$ cat src/pkg/power_reset_params.svh
// offsets, field positions, reset values and timing counts of the power/reset block
// assumes a 12-bit APB byte address and 8-bit registers in the low data lane
`ifndef POWER_RESET_PARAMS_SVH
`define POWER_RESET_PARAMS_SVH

// register indices; byte address is four times the index
`define SLEEP_CTRL_IDX 10'h033
`define CLK_GATE_IDX 10'h034
`define BOD_CTRL_IDX 10'h035
`define STATUS_IDX 10'h036

// reset values
`define SLEEP_CTRL_RST 8'h00
`define CLK_GATE_RST 8'h00
`define BOD_CTRL_RST 8'h00

// sleep control fields
`define SE_BIT 0
`define MODE_LSB 1

// brown-out sleep control fields
`define BROWNOUT_SLEEP_OFF_BIT 6
`define UNLOCK_BIT 5

// clock gating fields
`define GATE_CONV 0
`define GATE_UART 1
`define GATE_SPI 2
`define GATE_TIM1 3
`define GATE_TIM0 5
`define GATE_TIM2 6
`define GATE_TWI 7
`define GATE_MASK 8'hEF

// timed sequence
`define UNLOCK_WINDOW 3'h4
`define BROWNOUT_SLEEP_OFF_DELAY 3'h3
`define BROWNOUT_SLEEP_OFF_HOLD 3'h3
`define BROWNOUT_SLEEP_OFF_END (`BROWNOUT_SLEEP_OFF_DELAY + `BROWNOUT_SLEEP_OFF_HOLD - 3'h1)

// brown-out detector fuse code meaning detector off
`define BOD_FUSE_OFF 3'h7

// timing
`define CLK_PERIOD_PS 5000
`define BOD_MIN_TIME_NS 2000
`define BOD_MIN_CYCLES ((`BOD_MIN_TIME_NS * 1000 + `CLK_PERIOD_PS - 1) / `CLK_PERIOD_PS)

`endif

$ cat src/pkg/power_reset_pkg.sv
// types of the sleep, power and reset control block
// assumes power_reset_params.svh for all numeric constants
package power_reset_pkg;

	typedef enum logic [2:0] {
		MODE_IDLE = 3'b000,
		MODE_CONV_QUIET = 3'b001,
		MODE_POWER_DOWN = 3'b010,
		MODE_POWER_SAVE = 3'b011,
		MODE_RSVD_A = 3'b100,
		MODE_RSVD_B = 3'b101,
		MODE_STANDBY = 3'b110,
		MODE_EXT_STANDBY = 3'b111
	} sleep_mode_e;

	typedef enum logic {
		PWR_ACTIVE = 1'b0,
		PWR_ASLEEP = 1'b1
	} pwr_state_e;

	typedef struct packed {
		sleep_mode_e mode;
		logic sleep_en;
		logic [7:0] gate;
		logic [2:0] unlock_cnt;
		logic brownout_sleep_off;
		logic [2:0] brownout_sleep_off_age;
		pwr_state_e pstate;
		logic bod_off;
		sleep_mode_e slept_mode;
		logic [15:0] bod_cnt;
		logic bod_rst;
		logic [7:0] rdata;
		logic slverr;
	} ctrl_s;

	typedef struct packed {
		logic [1:0] rel;
		logic [15:0] cnt;
		logic busy;
	} stretch_s;

	typedef struct packed {
		logic meta;
		logic stable;
	} sync_s;

endpackage

$ cat src/logic/sync_two_ff.sv
// two-flop synchroniser for one level from outside the pclk domain
// assumes the level changes slower than the clock
`timescale 1ns/1ps
module sync_two_ff
	import power_reset_pkg::*;
(
	// clock and reset
	input wire logic pclk,
	input wire logic presetn,
	// level
	input wire logic din,
	output logic dout
);
	sync_s r;
	sync_s n;

	always_comb begin
		n = r;
		n.meta = din;
		n.stable = r.meta;
	end

	always_ff @(posedge pclk or negedge presetn) begin
		if (!presetn) begin
			r <= '0;
		end else begin
			r <= n;
		end
	end

	assign dout = r.stable;
endmodule

$ cat src/logic/reset_stretch.sv
// delay counter that holds the internal reset after all sources go quiet
// assumes raw_reset_n is a glitch-free combination of the reset sources
`timescale 1ns/1ps
module reset_stretch
	import power_reset_pkg::*;
(
	// clock and reset
	input wire logic pclk,
	input wire logic presetn,
	// reset sources, active low, asynchronous
	input wire logic raw_reset_n,
	// static timeout from fuse decode
	input wire logic [15:0] timeout_cycles,
	// stretched reset
	output logic core_reset
);
	stretch_s r;
	stretch_s n;
	logic arst_n;

	// any source asserts the stretched reset with no clock at all
	assign arst_n = presetn & raw_reset_n;

	always_comb begin
		n = r;
		n.rel = {r.rel[0], 1'b1};
		if (r.rel[1] && r.busy) begin
			if (r.cnt >= timeout_cycles) begin
				n.busy = 1'b0;
			end else begin
				n.cnt = r.cnt + 16'h0001;
			end
		end
	end

	always_ff @(posedge pclk or negedge arst_n) begin
		if (!arst_n) begin
			r <= '{rel: 2'b00, cnt: 16'h0000, busy: 1'b1};
		end else begin
			r <= n;
		end
	end

	assign core_reset = r.busy;
endmodule

$ cat src/logic/sleep_power_reset_control.sv
// sleep mode control, brown-out sleep unlock, clock gating and reset generation
// assumes an APB master on pclk and analog/pin reset sources arriving asynchronously
//
// Functional notes
// - reserved bits of sleep control and clock gating registers read zero.
// - three-bit mode field picks idle, quiet, down, save, standby, extended.
// - sleep instruction sleeps only while sleep enable bit is one.
// - sleep-off bit set only by unlock write then commit within four cycles.
// - sleep-off active three cycles after set, cleared three cycles later.
// - detector off during a sleep only if sleep starts while sleep-off active.
// - gating bits stop two-wire, serial peripheral and UART clocks.
// - timer two gating acts only with its synchronous clock selected.
// - timer zero and one gated, resume from frozen state when enabled.
// - converter gated only when disabled; gated converter blocks comparator mux.
// - reset loads every register with its initial value.
// - ports reset at once from power-on, pin or watchdog, without a clock; brown-out passes a clocked filter.
// - delay counter holds internal reset after every source goes inactive.
// - four reset sources: power-on, pin, watchdog, enabled brown-out.
// - power-on drop reasserts internal reset with no delay.
// - long low pin resets without clock; a fuse disables the pin.
// - brown-out low asserts reset; release through the delay counter.
// - brown-out dips shorter than the minimum duration are ignored.
`timescale 1ns/1ps
`include "power_reset_params.svh"
module sleep_power_reset_control
	import power_reset_pkg::*;
#(
	parameter int unsigned BOD_MIN_CYCLES = `BOD_MIN_CYCLES
) (
	// clock and reset
	input wire logic pclk,
	input wire logic presetn,
	// APB slave
	input wire logic psel,
	input wire logic penable,
	input wire logic pwrite,
	input wire logic [11:0] paddr,
	input wire logic [31:0] pwdata,
	output logic [31:0] prdata,
	output logic pready,
	output logic pslverr,
	// core side
	input wire logic sleep_instr,
	input wire logic wake_event,
	input wire logic watchdog_reset_pulse,
	input wire logic timer_two_async_select,
	input wire logic converter_enabled,
	// analog detectors and reset pin
	input wire logic por_active,
	input wire logic ext_reset_pin_n,
	input wire logic brownout_low,
	// fuses
	input wire logic external_reset_disable_fuse,
	input wire logic [2:0] brownout_level_fuse,
	input wire logic [15:0] startup_timeout_cycles,
	// reset outputs
	output logic core_reset,
	output logic port_reset,
	// sleep outputs
	output logic sleep_active,
	output logic [2:0] sleep_mode,
	output logic brownout_detector_enable,
	// peripheral clock enables
	output logic two_wire_clk_en,
	output logic timer_two_clk_en,
	output logic timer_zero_clk_en,
	output logic timer_one_clk_en,
	output logic serial_periph_clk_en,
	output logic uart_zero_clk_en,
	output logic converter_clk_en,
	output logic comparator_mux_allow
);
	localparam logic [15:0] BOD_MIN = 16'(BOD_MIN_CYCLES);

	if (BOD_MIN_CYCLES < 1 || BOD_MIN_CYCLES > 65535) begin : g_bad_min
		$error("BOD_MIN_CYCLES must lie in 1..65535");
	end

	ctrl_s r;
	ctrl_s n;
	logic setup;
	logic wr_acc;
	logic aligned;
	logic hit_sleep;
	logic hit_gate;
	logic hit_bod;
	logic hit_stat;
	logic hit_any;
	logic window_open;
	logic brownout_sleep_off_active;
	logic fuse_bod_en;
	logic bod_low_sync;
	logic ext_reset_act;
	logic raw_reset_n;
	logic mode_reserved;

	sync_two_ff u_bod_sync (
		.pclk(pclk),
		.presetn(presetn),
		.din(brownout_low),
		.dout(bod_low_sync)
	);

	// pin and power-on detector paths are combinational so they need no running clock
	assign ext_reset_act = ~ext_reset_pin_n & ~external_reset_disable_fuse;
	assign raw_reset_n = ~(por_active | ext_reset_act | watchdog_reset_pulse
		| r.bod_rst);
	assign port_reset = ~raw_reset_n;

	reset_stretch u_stretch (
		.pclk(pclk),
		.presetn(presetn),
		.raw_reset_n(raw_reset_n),
		.timeout_cycles(startup_timeout_cycles),
		.core_reset(core_reset)
	);

	assign setup = psel & ~penable;
	assign wr_acc = psel & penable & pwrite;
	assign aligned = (paddr[1:0] == 2'b00);
	assign hit_sleep = aligned && (paddr[11:2] == `SLEEP_CTRL_IDX);
	assign hit_gate = aligned && (paddr[11:2] == `CLK_GATE_IDX);
	assign hit_bod = aligned && (paddr[11:2] == `BOD_CTRL_IDX);
	assign hit_stat = aligned && (paddr[11:2] == `STATUS_IDX);
	assign hit_any = hit_sleep | hit_gate | hit_bod | hit_stat;

	assign window_open = (r.unlock_cnt != 3'h0);
	assign brownout_sleep_off_active = r.brownout_sleep_off && (r.brownout_sleep_off_age >= `BROWNOUT_SLEEP_OFF_DELAY);
	assign fuse_bod_en = (brownout_level_fuse != `BOD_FUSE_OFF);
	assign mode_reserved = (r.mode == MODE_RSVD_A) || (r.mode == MODE_RSVD_B);

	always_comb begin
		n = r;
		if (window_open) begin
			n.unlock_cnt = r.unlock_cnt - 3'h1;
		end
		// sleep-off bit ages and clears itself
		if (r.brownout_sleep_off) begin
			if (r.brownout_sleep_off_age == `BROWNOUT_SLEEP_OFF_END) begin
				n.brownout_sleep_off = 1'b0;
				n.brownout_sleep_off_age = 3'h0;
			end else begin
				n.brownout_sleep_off_age = r.brownout_sleep_off_age + 3'h1;
			end
		end
		if (wr_acc && hit_sleep) begin
			n.sleep_en = pwdata[`SE_BIT];
			n.mode = sleep_mode_e'(pwdata[`MODE_LSB +: 3]);
		end
		if (wr_acc && hit_gate) begin
			n.gate = pwdata[7:0] & `GATE_MASK;
			// refuse to gate a converter that is still running
			n.gate[`GATE_CONV] = pwdata[`GATE_CONV]
				& (r.gate[`GATE_CONV] | ~converter_enabled);
		end
		if (wr_acc && hit_bod && pwdata[`BROWNOUT_SLEEP_OFF_BIT]) begin
			if (pwdata[`UNLOCK_BIT]) begin
				n.unlock_cnt = `UNLOCK_WINDOW;
			end else if (window_open) begin
				n.brownout_sleep_off = 1'b1;
				n.brownout_sleep_off_age = 3'h0;
				n.unlock_cnt = 3'h0;
			end
		end
		case (r.pstate)
			PWR_ACTIVE: begin
				// reserved encodings are treated as no sleep
				if (sleep_instr && r.sleep_en && !mode_reserved) begin
					n.pstate = PWR_ASLEEP;
					n.slept_mode = r.mode;
					n.bod_off = brownout_sleep_off_active;
				end
			end
			PWR_ASLEEP: begin
				if (wake_event) begin
					n.pstate = PWR_ACTIVE;
					n.bod_off = 1'b0;
				end
			end
			default: begin
				n.pstate = PWR_ACTIVE;
			end
		endcase
		// brown-out filter; a detector switched off in sleep cannot trip
		if (fuse_bod_en && !r.bod_off && bod_low_sync) begin
			if (r.bod_cnt != BOD_MIN) begin
				n.bod_cnt = r.bod_cnt + 16'h0001;
			end
		end else begin
			n.bod_cnt = 16'h0000;
		end
		n.bod_rst = (n.bod_cnt == BOD_MIN);
		if (setup) begin
			n.slverr = ~hit_any;
			n.rdata = 8'h00;
			if (hit_sleep) begin
				n.rdata = {4'h0, r.mode, r.sleep_en};
			end
			if (hit_gate) begin
				n.rdata = r.gate & `GATE_MASK;
			end
			if (hit_bod) begin
				n.rdata[`BROWNOUT_SLEEP_OFF_BIT] = r.brownout_sleep_off;
				n.rdata[`UNLOCK_BIT] = window_open;
			end
			if (hit_stat) begin
				n.rdata = {4'h0, r.bod_off, brownout_sleep_off_active, r.bod_rst, r.pstate == PWR_ASLEEP};
			end
		end
		// internal reset reloads control state; filter is kept so it cannot loop
		if (core_reset) begin
			n.mode = sleep_mode_e'(3'(`SLEEP_CTRL_RST >> `MODE_LSB));
			n.sleep_en = 1'(`SLEEP_CTRL_RST >> `SE_BIT);
			n.gate = `CLK_GATE_RST;
			n.unlock_cnt = 3'h0;
			n.brownout_sleep_off = 1'b0;
			n.brownout_sleep_off_age = 3'h0;
			n.pstate = PWR_ACTIVE;
			n.bod_off = 1'b0;
			n.slept_mode = MODE_IDLE;
		end
	end

	always_ff @(posedge pclk or negedge presetn) begin
		if (!presetn) begin
			r <= '0;
		end else begin
			r <= n;
		end
	end

	assign pready = 1'b1;
	assign prdata = {24'h000000, r.rdata};
	assign pslverr = psel & penable & r.slverr;

	assign sleep_active = (r.pstate == PWR_ASLEEP);
	assign sleep_mode = r.slept_mode;
	assign brownout_detector_enable = fuse_bod_en & ~r.bod_off;

	// clocks stop, state is frozen, nothing is reset
	assign two_wire_clk_en = ~r.gate[`GATE_TWI];
	assign serial_periph_clk_en = ~r.gate[`GATE_SPI];
	assign uart_zero_clk_en = ~r.gate[`GATE_UART];
	assign timer_two_clk_en = ~(r.gate[`GATE_TIM2] & ~timer_two_async_select);
	assign timer_zero_clk_en = ~r.gate[`GATE_TIM0];
	assign timer_one_clk_en = ~r.gate[`GATE_TIM1];
	assign converter_clk_en = ~r.gate[`GATE_CONV];
	assign comparator_mux_allow = ~r.gate[`GATE_CONV];
endmodule

$ cat config.mk
export PLATFORM = sky130hd
export DESIGN_NAME = sleep_power_reset_control
export DESIGN_NICKNAME = d
export VERILOG_FILES = /design/src/pkg/power_reset_pkg.sv /design/src/logic/sync_two_ff.sv /design/src/logic/reset_stretch.sv /design/src/logic/sleep_power_reset_control.sv
export VERILOG_INCLUDE_DIRS = /design/src /design/src/pkg
export SDC_FILE = /design/constraint.sdc
export NUM_CORES = 1
export LEC_CHECK = 0
export ABC_AREA = 0
export BUFFER_PORTS_ARGS = -buffer_cell sky130_fd_sc_hd__buf_2
export CAP_MARGIN = 0
export CORE_ASPECT_RATIO = 1.4
export CORE_MARGIN = 8
export CORE_UTILIZATION = 56
export DETAILED_ROUTE_END_ITERATION = 8
export PLACE_DENSITY = 0.86
export SLEW_MARGIN = 20
export SYNTH_ARGS = -nofsm -noshare
export SYNTH_HDL_FRONTEND = slang
export SYNTH_SLANG_ARGS = --single-unit
$ cat constraint.sdc
create_clock -name pclk -period 4.65 [get_ports pclk]
set_input_delay 0.465 -clock pclk [delete_from_list [all_inputs] [get_ports pclk]]
set_output_delay 0.465 -clock pclk [all_outputs]
set_load 0.02 [all_outputs]
Word level (Yosys, flattened, before mapping)
Cells that the tools add are included.
- bits of input ports: 77
- register bits: 71
- word-level logic and storage cells: 117
- output and inout bits: 49
- $lt $le $gt $ge: 2
- bitwise operators: 33
- reduce and logical (&&, ||, !) cells: 26
- add/subtract/negate cells: 4
- eq/ne operators: 13
- muxes and demuxes: 21
- operator list (cell ; number):
    equality test 10 x 6 -> 1 bit, second input constant ; 4
    adder 16 x 1 -> 16 bit, second input constant ; 2
    2-to-1 mux 16 bit ; 2
    2-to-1 mux 24 bit ; 1
    2-to-1 mux 8 bit ; 3
    inverter 1 bit ; 17
    equality test 16 x 9 -> 1 bit, second input constant ; 1
    >= comparator 16 bit ; 1
    2-to-1 mux 4 bit ; 4
    != test 16 x 9 -> 1 bit, second input constant ; 1
    logical AND 1 bit ; 14
    2-to-1 mux 7 bit ; 2
    2-to-1 mux 3 bit ; 4
    bitwise AND 1 bit ; 9
    equality test 3 bit, second input constant ; 3
    AND reduction 2 bit ; 4
    bitwise OR 1 bit ; 7
    != test 3 x 2 -> 1 bit, second input constant ; 2
    nonzero test 2 bit ; 3
    2-to-1 mux 5 bit ; 1
    2-to-1 mux 2 bit ; 2
    case mux 2 bit (2 select lines) ; 1
    adder 3 x 1 -> 3 bit, second input constant ; 1
    >= comparator 3 x 2 -> 1 bit, second input constant ; 1
    8 further kinds ; 9

Depth between registers and ports, before layout
- word-level depth: 7
- mapped depth: 8
- gate-level depth less buffers: 8

Cells and area by module
Synthesis repeated with hierarchy kept, for this count alone.
- cells, all modules: 449
- area, all modules: 4180.3 µm²
- by module, submodules not included (module ; area each (µm²) ; seq. area each (µm²) ; instances ; cells each):
    sleep_power_reset_control ; 2865.2 ; 1201.2 ; 1 ; 321
    reset_stretch ; 1265.0 ; 476.7 ; 1 ; 126
    sync_two_ff ; 50.0 ; 50.0 ; 1 ; 2

Worst setup path after synthesis
Ideal clock, no wire load.
- path kind: input -> register
- start: input startup_timeout_cycles[1]
- end: register u_stretch.r[14] (netlist name)
- path buffers: 0
- library setup time: 79 ps
- stages: 8
- data required time: 4571 ps
- arrival: 2068 ps
- setup slack: 2503 ps
- cell sequence: inv_1 ha_1 nor2b_1 o211a_1 o311ai_4 nand3_4 nor4_4 xor2_1
- cells in the longest elaborated chain, start to end: 3
- ends and longest elaborated chain (item ; RTL line ; text):
    start: declaration ; sleep_power_reset_control.sv:55 ; input wire logic [15:0] startup_timeout_cycles,
    >= comparator 16 bit ; reset_stretch.sv:28 ; if (r.cnt >= timeout_cycles) begin
    inverter 1 bit (no line) ; n/a ;
    AND reduction 2 bit (no line) ; n/a ;
    end signal: assignment ; reset_stretch.sv:38 ; r <= '{rel: 2'b00, cnt: 16'h0000, busy: 1'b1};
    end signal: assignment ; reset_stretch.sv:40 ; r <= n;
    end: declaration ; reset_stretch.sv:17 ; stretch_s r;
Every way passes these cells.
A chain may end at the register's enable or synchronous reset.

Final worst setup path
- start: register u_stretch.r[2] (netlist name)
- end: register u_stretch.r[14] (netlist name)
- cells in the longest elaborated chain, start to end: 3
- elaborated cells on any way between the ends: 4
- classes of those cells: add/sub: 1; order compare: 1; bitwise: 1; reduce/logical: 1
- ends and longest elaborated chain (item ; RTL line):
    >= comparator 16 bit ; reset_stretch.sv:28
    inverter 1 bit (no line) ; n/a
    AND reduction 2 bit (no line) ; n/a
Several ways; a longest one is shown, not always the timed one.

==> run metrics <==
fin. max-slew vios=0; layout overhead on the synthesized area=11.7%; Post-Synth Adder-Cell Area=0.0695; DP HPWL=7010 µm; Final Power=0.00129 W; Die X=88.7 µm; antenna-violating nets left=0; Overall Global Routing Usage=0.176; fill count=615; pin count of the biggest net entering global routing=33; I/O Pins=126; ys flop type=dfrtp_1; number of setup buffers added after CTS=0; R2R Path End=u_stretch.r[14]; status=completed; Max-Cap Viols=0; Max VDD drop=0.140 mV; Setup crit start kind=flop; layout cells sized above 1=0.197; r2r startpoint=u_stretch.r[2]; routability cong.=0.874; number of synthesized flops with an enable pin=0; yosys warns=0; Crit Path Max Fanout=7; setup TNS=0 ps; initial core utilization=0.570; post-synthesis simple-gate area fraction=0.212; ant diodes=0; vias in the first global route=3403; synthesized area=4140 µm²; Seq/Total Area, Yosys=0.417; achievable frequency=0.445 GHz; Clock Sinks=69; GR Overflow Total=0; CTS max path bufs=2; multiplexer share of the synthesized area=0.0272; leak pwr=2.36 nW; Synth Area in XOR/XNOR=0.0634; PwrDens=279 nW/µm²; slew margin rel.=0.380; via-per-instance ratio=5.32; Final Util=0.636; port bufs=74; Compound-Gate Fraction of Synth Area=0.0991; Worst-Skew Late Latency=350 ps; asr flop ratio synth=1.00; Synth Instances=452; crit share post-route=0.483; hold_buf cts=0; flops & latches, synth=69; CP endpoint kind=flop; residual DRC count=0; Clock Pin Slew Worst Setup and Hold Paths=80 ps; Final Instance Area=4630 µm²; total number of vias=3304; initial antenna violation count=0; Slew @ Worst Pin=927 ps; Worst R2R Path Depth=7; type of the worst setup path=flop to flop; CP arrival=2510 ps; total CTS buffers=9; drt total wl=8960 µm; largest family of logic cells by synthesized area=simple AND/OR/NAND/NOR gates; Final #Nets=619; Final Hold Vio Count=0; H-tree levels=3; Area after DPL=4430 µm²; Clock Skews=8.31 ps; wire per inst=14.4 µm; core area=7270 µm²; worst path required time=4910 ps; synth unique cells=51; clock root buffer=clkbuf_8; drt first pass iters=4; RSZ-0062 raised after global routing=no; die area=10400 µm²; # resized after CTS=0; DRT iter0 DRCs=146; worst reg2reg setup slack=2400 ps; Die Ht=118 µm; Min-Delay Path Class=primary input to async pin; Finish-stage setup viols=0; min Tclk post-route=2250 ps; row cnt=37; TritonCTS clock tree=built; first-pass GRT wire length=14700 µm; Synth Area per Inst=9.17 µm²
## layout by cell type, fill, tap and decap left out, types with 6 or more instances in the layout
cell and instances:
a21oi_1 23, mux2i_1 9, o21ai_0 14, buf_2 74, ha_1 23, nor2_1 60, clkbuf_8 9, nand4_1 8
nor2b_1 8, xor2_1 18, nand3_1 12, conb_1 27, dfrtp_1 68, nand2_1 28, inv_1 39, a22oi_1 8
xnor2_1 12, nor3_1 18, nand2b_1 6
## routing by layer
metal  vias to the layer above  GRT usage  routed length [µm]
li1                       1600          -                   -
met1                      1568      0.171                3380
met2                       121      0.322                4650
met3                        15     0.0559                 765
met4                         0     0.0733                 161
met5                         -          0                   0
## final cells by class
cell class	instances	area, µm²	share of cell area
clock buffer	10	128	0.0276
clock inverter	6	65.1	0.0141
inverter	39	146	0.0316
multi-input combinational	324	2050	0.444
sequential	69	1730	0.374
tap	97	121	0.0262
timing repair buffer	76	385	0.0833
## flip-flops by register name (all words and copies together), names as in the netlist
signal and cells:
u_bod_sync.n 1, r 37, sleep_active 1, u_stretch.r 17
u_bod_sync.dout 1, u_stretch.core_reset 1, sleep_mode 3, prdata 7
u_stretch.n 1
## worst max-delay path, stage by stage (launching register included)
cell,delay (ps)
dfrtp_1,420
ha_1,300
nor2b_1,140
o211a_1,230
o311ai_4,350
nand3_4,190
nor4_4,320
xor2_1,200
## power by group
group          total [W]  leakage, nW  internal, W  switching, W
Clock           0.000479       0.0962     0.000248      0.000231
Sequential      0.000631        0.899     0.000619     0.0000118
Combinational   0.000183         1.36    0.0000722      0.000110
## cell usage after synthesis (all sizes together), types with 2 or more instances
library cell | n | area [µm²]
dfrtp | 68 | 1700
nor2 | 60 | 225
buf | 39 | 288
inv | 39 | 146
nand2 | 28 | 105
a21oi | 23 | 115
ha | 23 | 288
nor3 | 20 | 110
xor2 | 18 | 158
o21ai | 15 | 75.1
nand3 | 14 | 95.1
xnor2 | 12 | 105
mux2i | 9 | 90.1
a22oi | 8 | 60.1
nand4 | 8 | 50.1
nor2b | 8 | 50.1
nor4 | 7 | 71.3
clkbuf | 6 | 22.5
nand2b | 6 | 37.5
a31oi | 4 | 25.0
or3 | 4 | 25.0
a211oi | 3 | 22.5
and3 | 3 | 18.8
nand3b | 3 | 22.5
and2 | 2 | 12.5
and4bb | 2 | 25.0
conb | 2 | 7.51
mux2 | 2 | 22.5
or2 | 2 | 12.5
## stage by stage
step / hold slack [ps] / std cells / setup WS (ps)
3_5_place_dp: 336 / 605 / 2140
4_1_cts: 179 / 621 / 2380
2_1_floorplan: 169 / 477 / 2500
6_report: 163 / 621 / 2400
3_3_place_gp: 335 / 605 / 2180
5_1_grt: 207 / 621 / 2300
## kinds of logic after synthesis
kind of cell	count (synthesis)
and+or+nand+nor	169
buffers and inverters	84
DFF	69
AOI/OAI and AO/OA	64
xor gates and xnor gates	30
adders and majority gates	23
muxes	11
other	2
## worst max-delay path by stage
| stage | from | endpoint | cells after the start |
|---|---|---|---|
| after floorplan | startup_timeout_cycles[1] | u_stretch.r[14] | 8 |
| after global placement | paddr[9] | r[44] | 6 |
| after detailed placement | paddr[9] | r[44] | 6 |
| after CTS | u_stretch.r[2] | u_stretch.r[14] | 7 |
| after global routing | u_stretch.r[2] | u_stretch.r[14] | 7 |
| final | u_stretch.r[2] | u_stretch.r[14] | 7 |
Note: power is estimated with default switching activity, not from simulation.
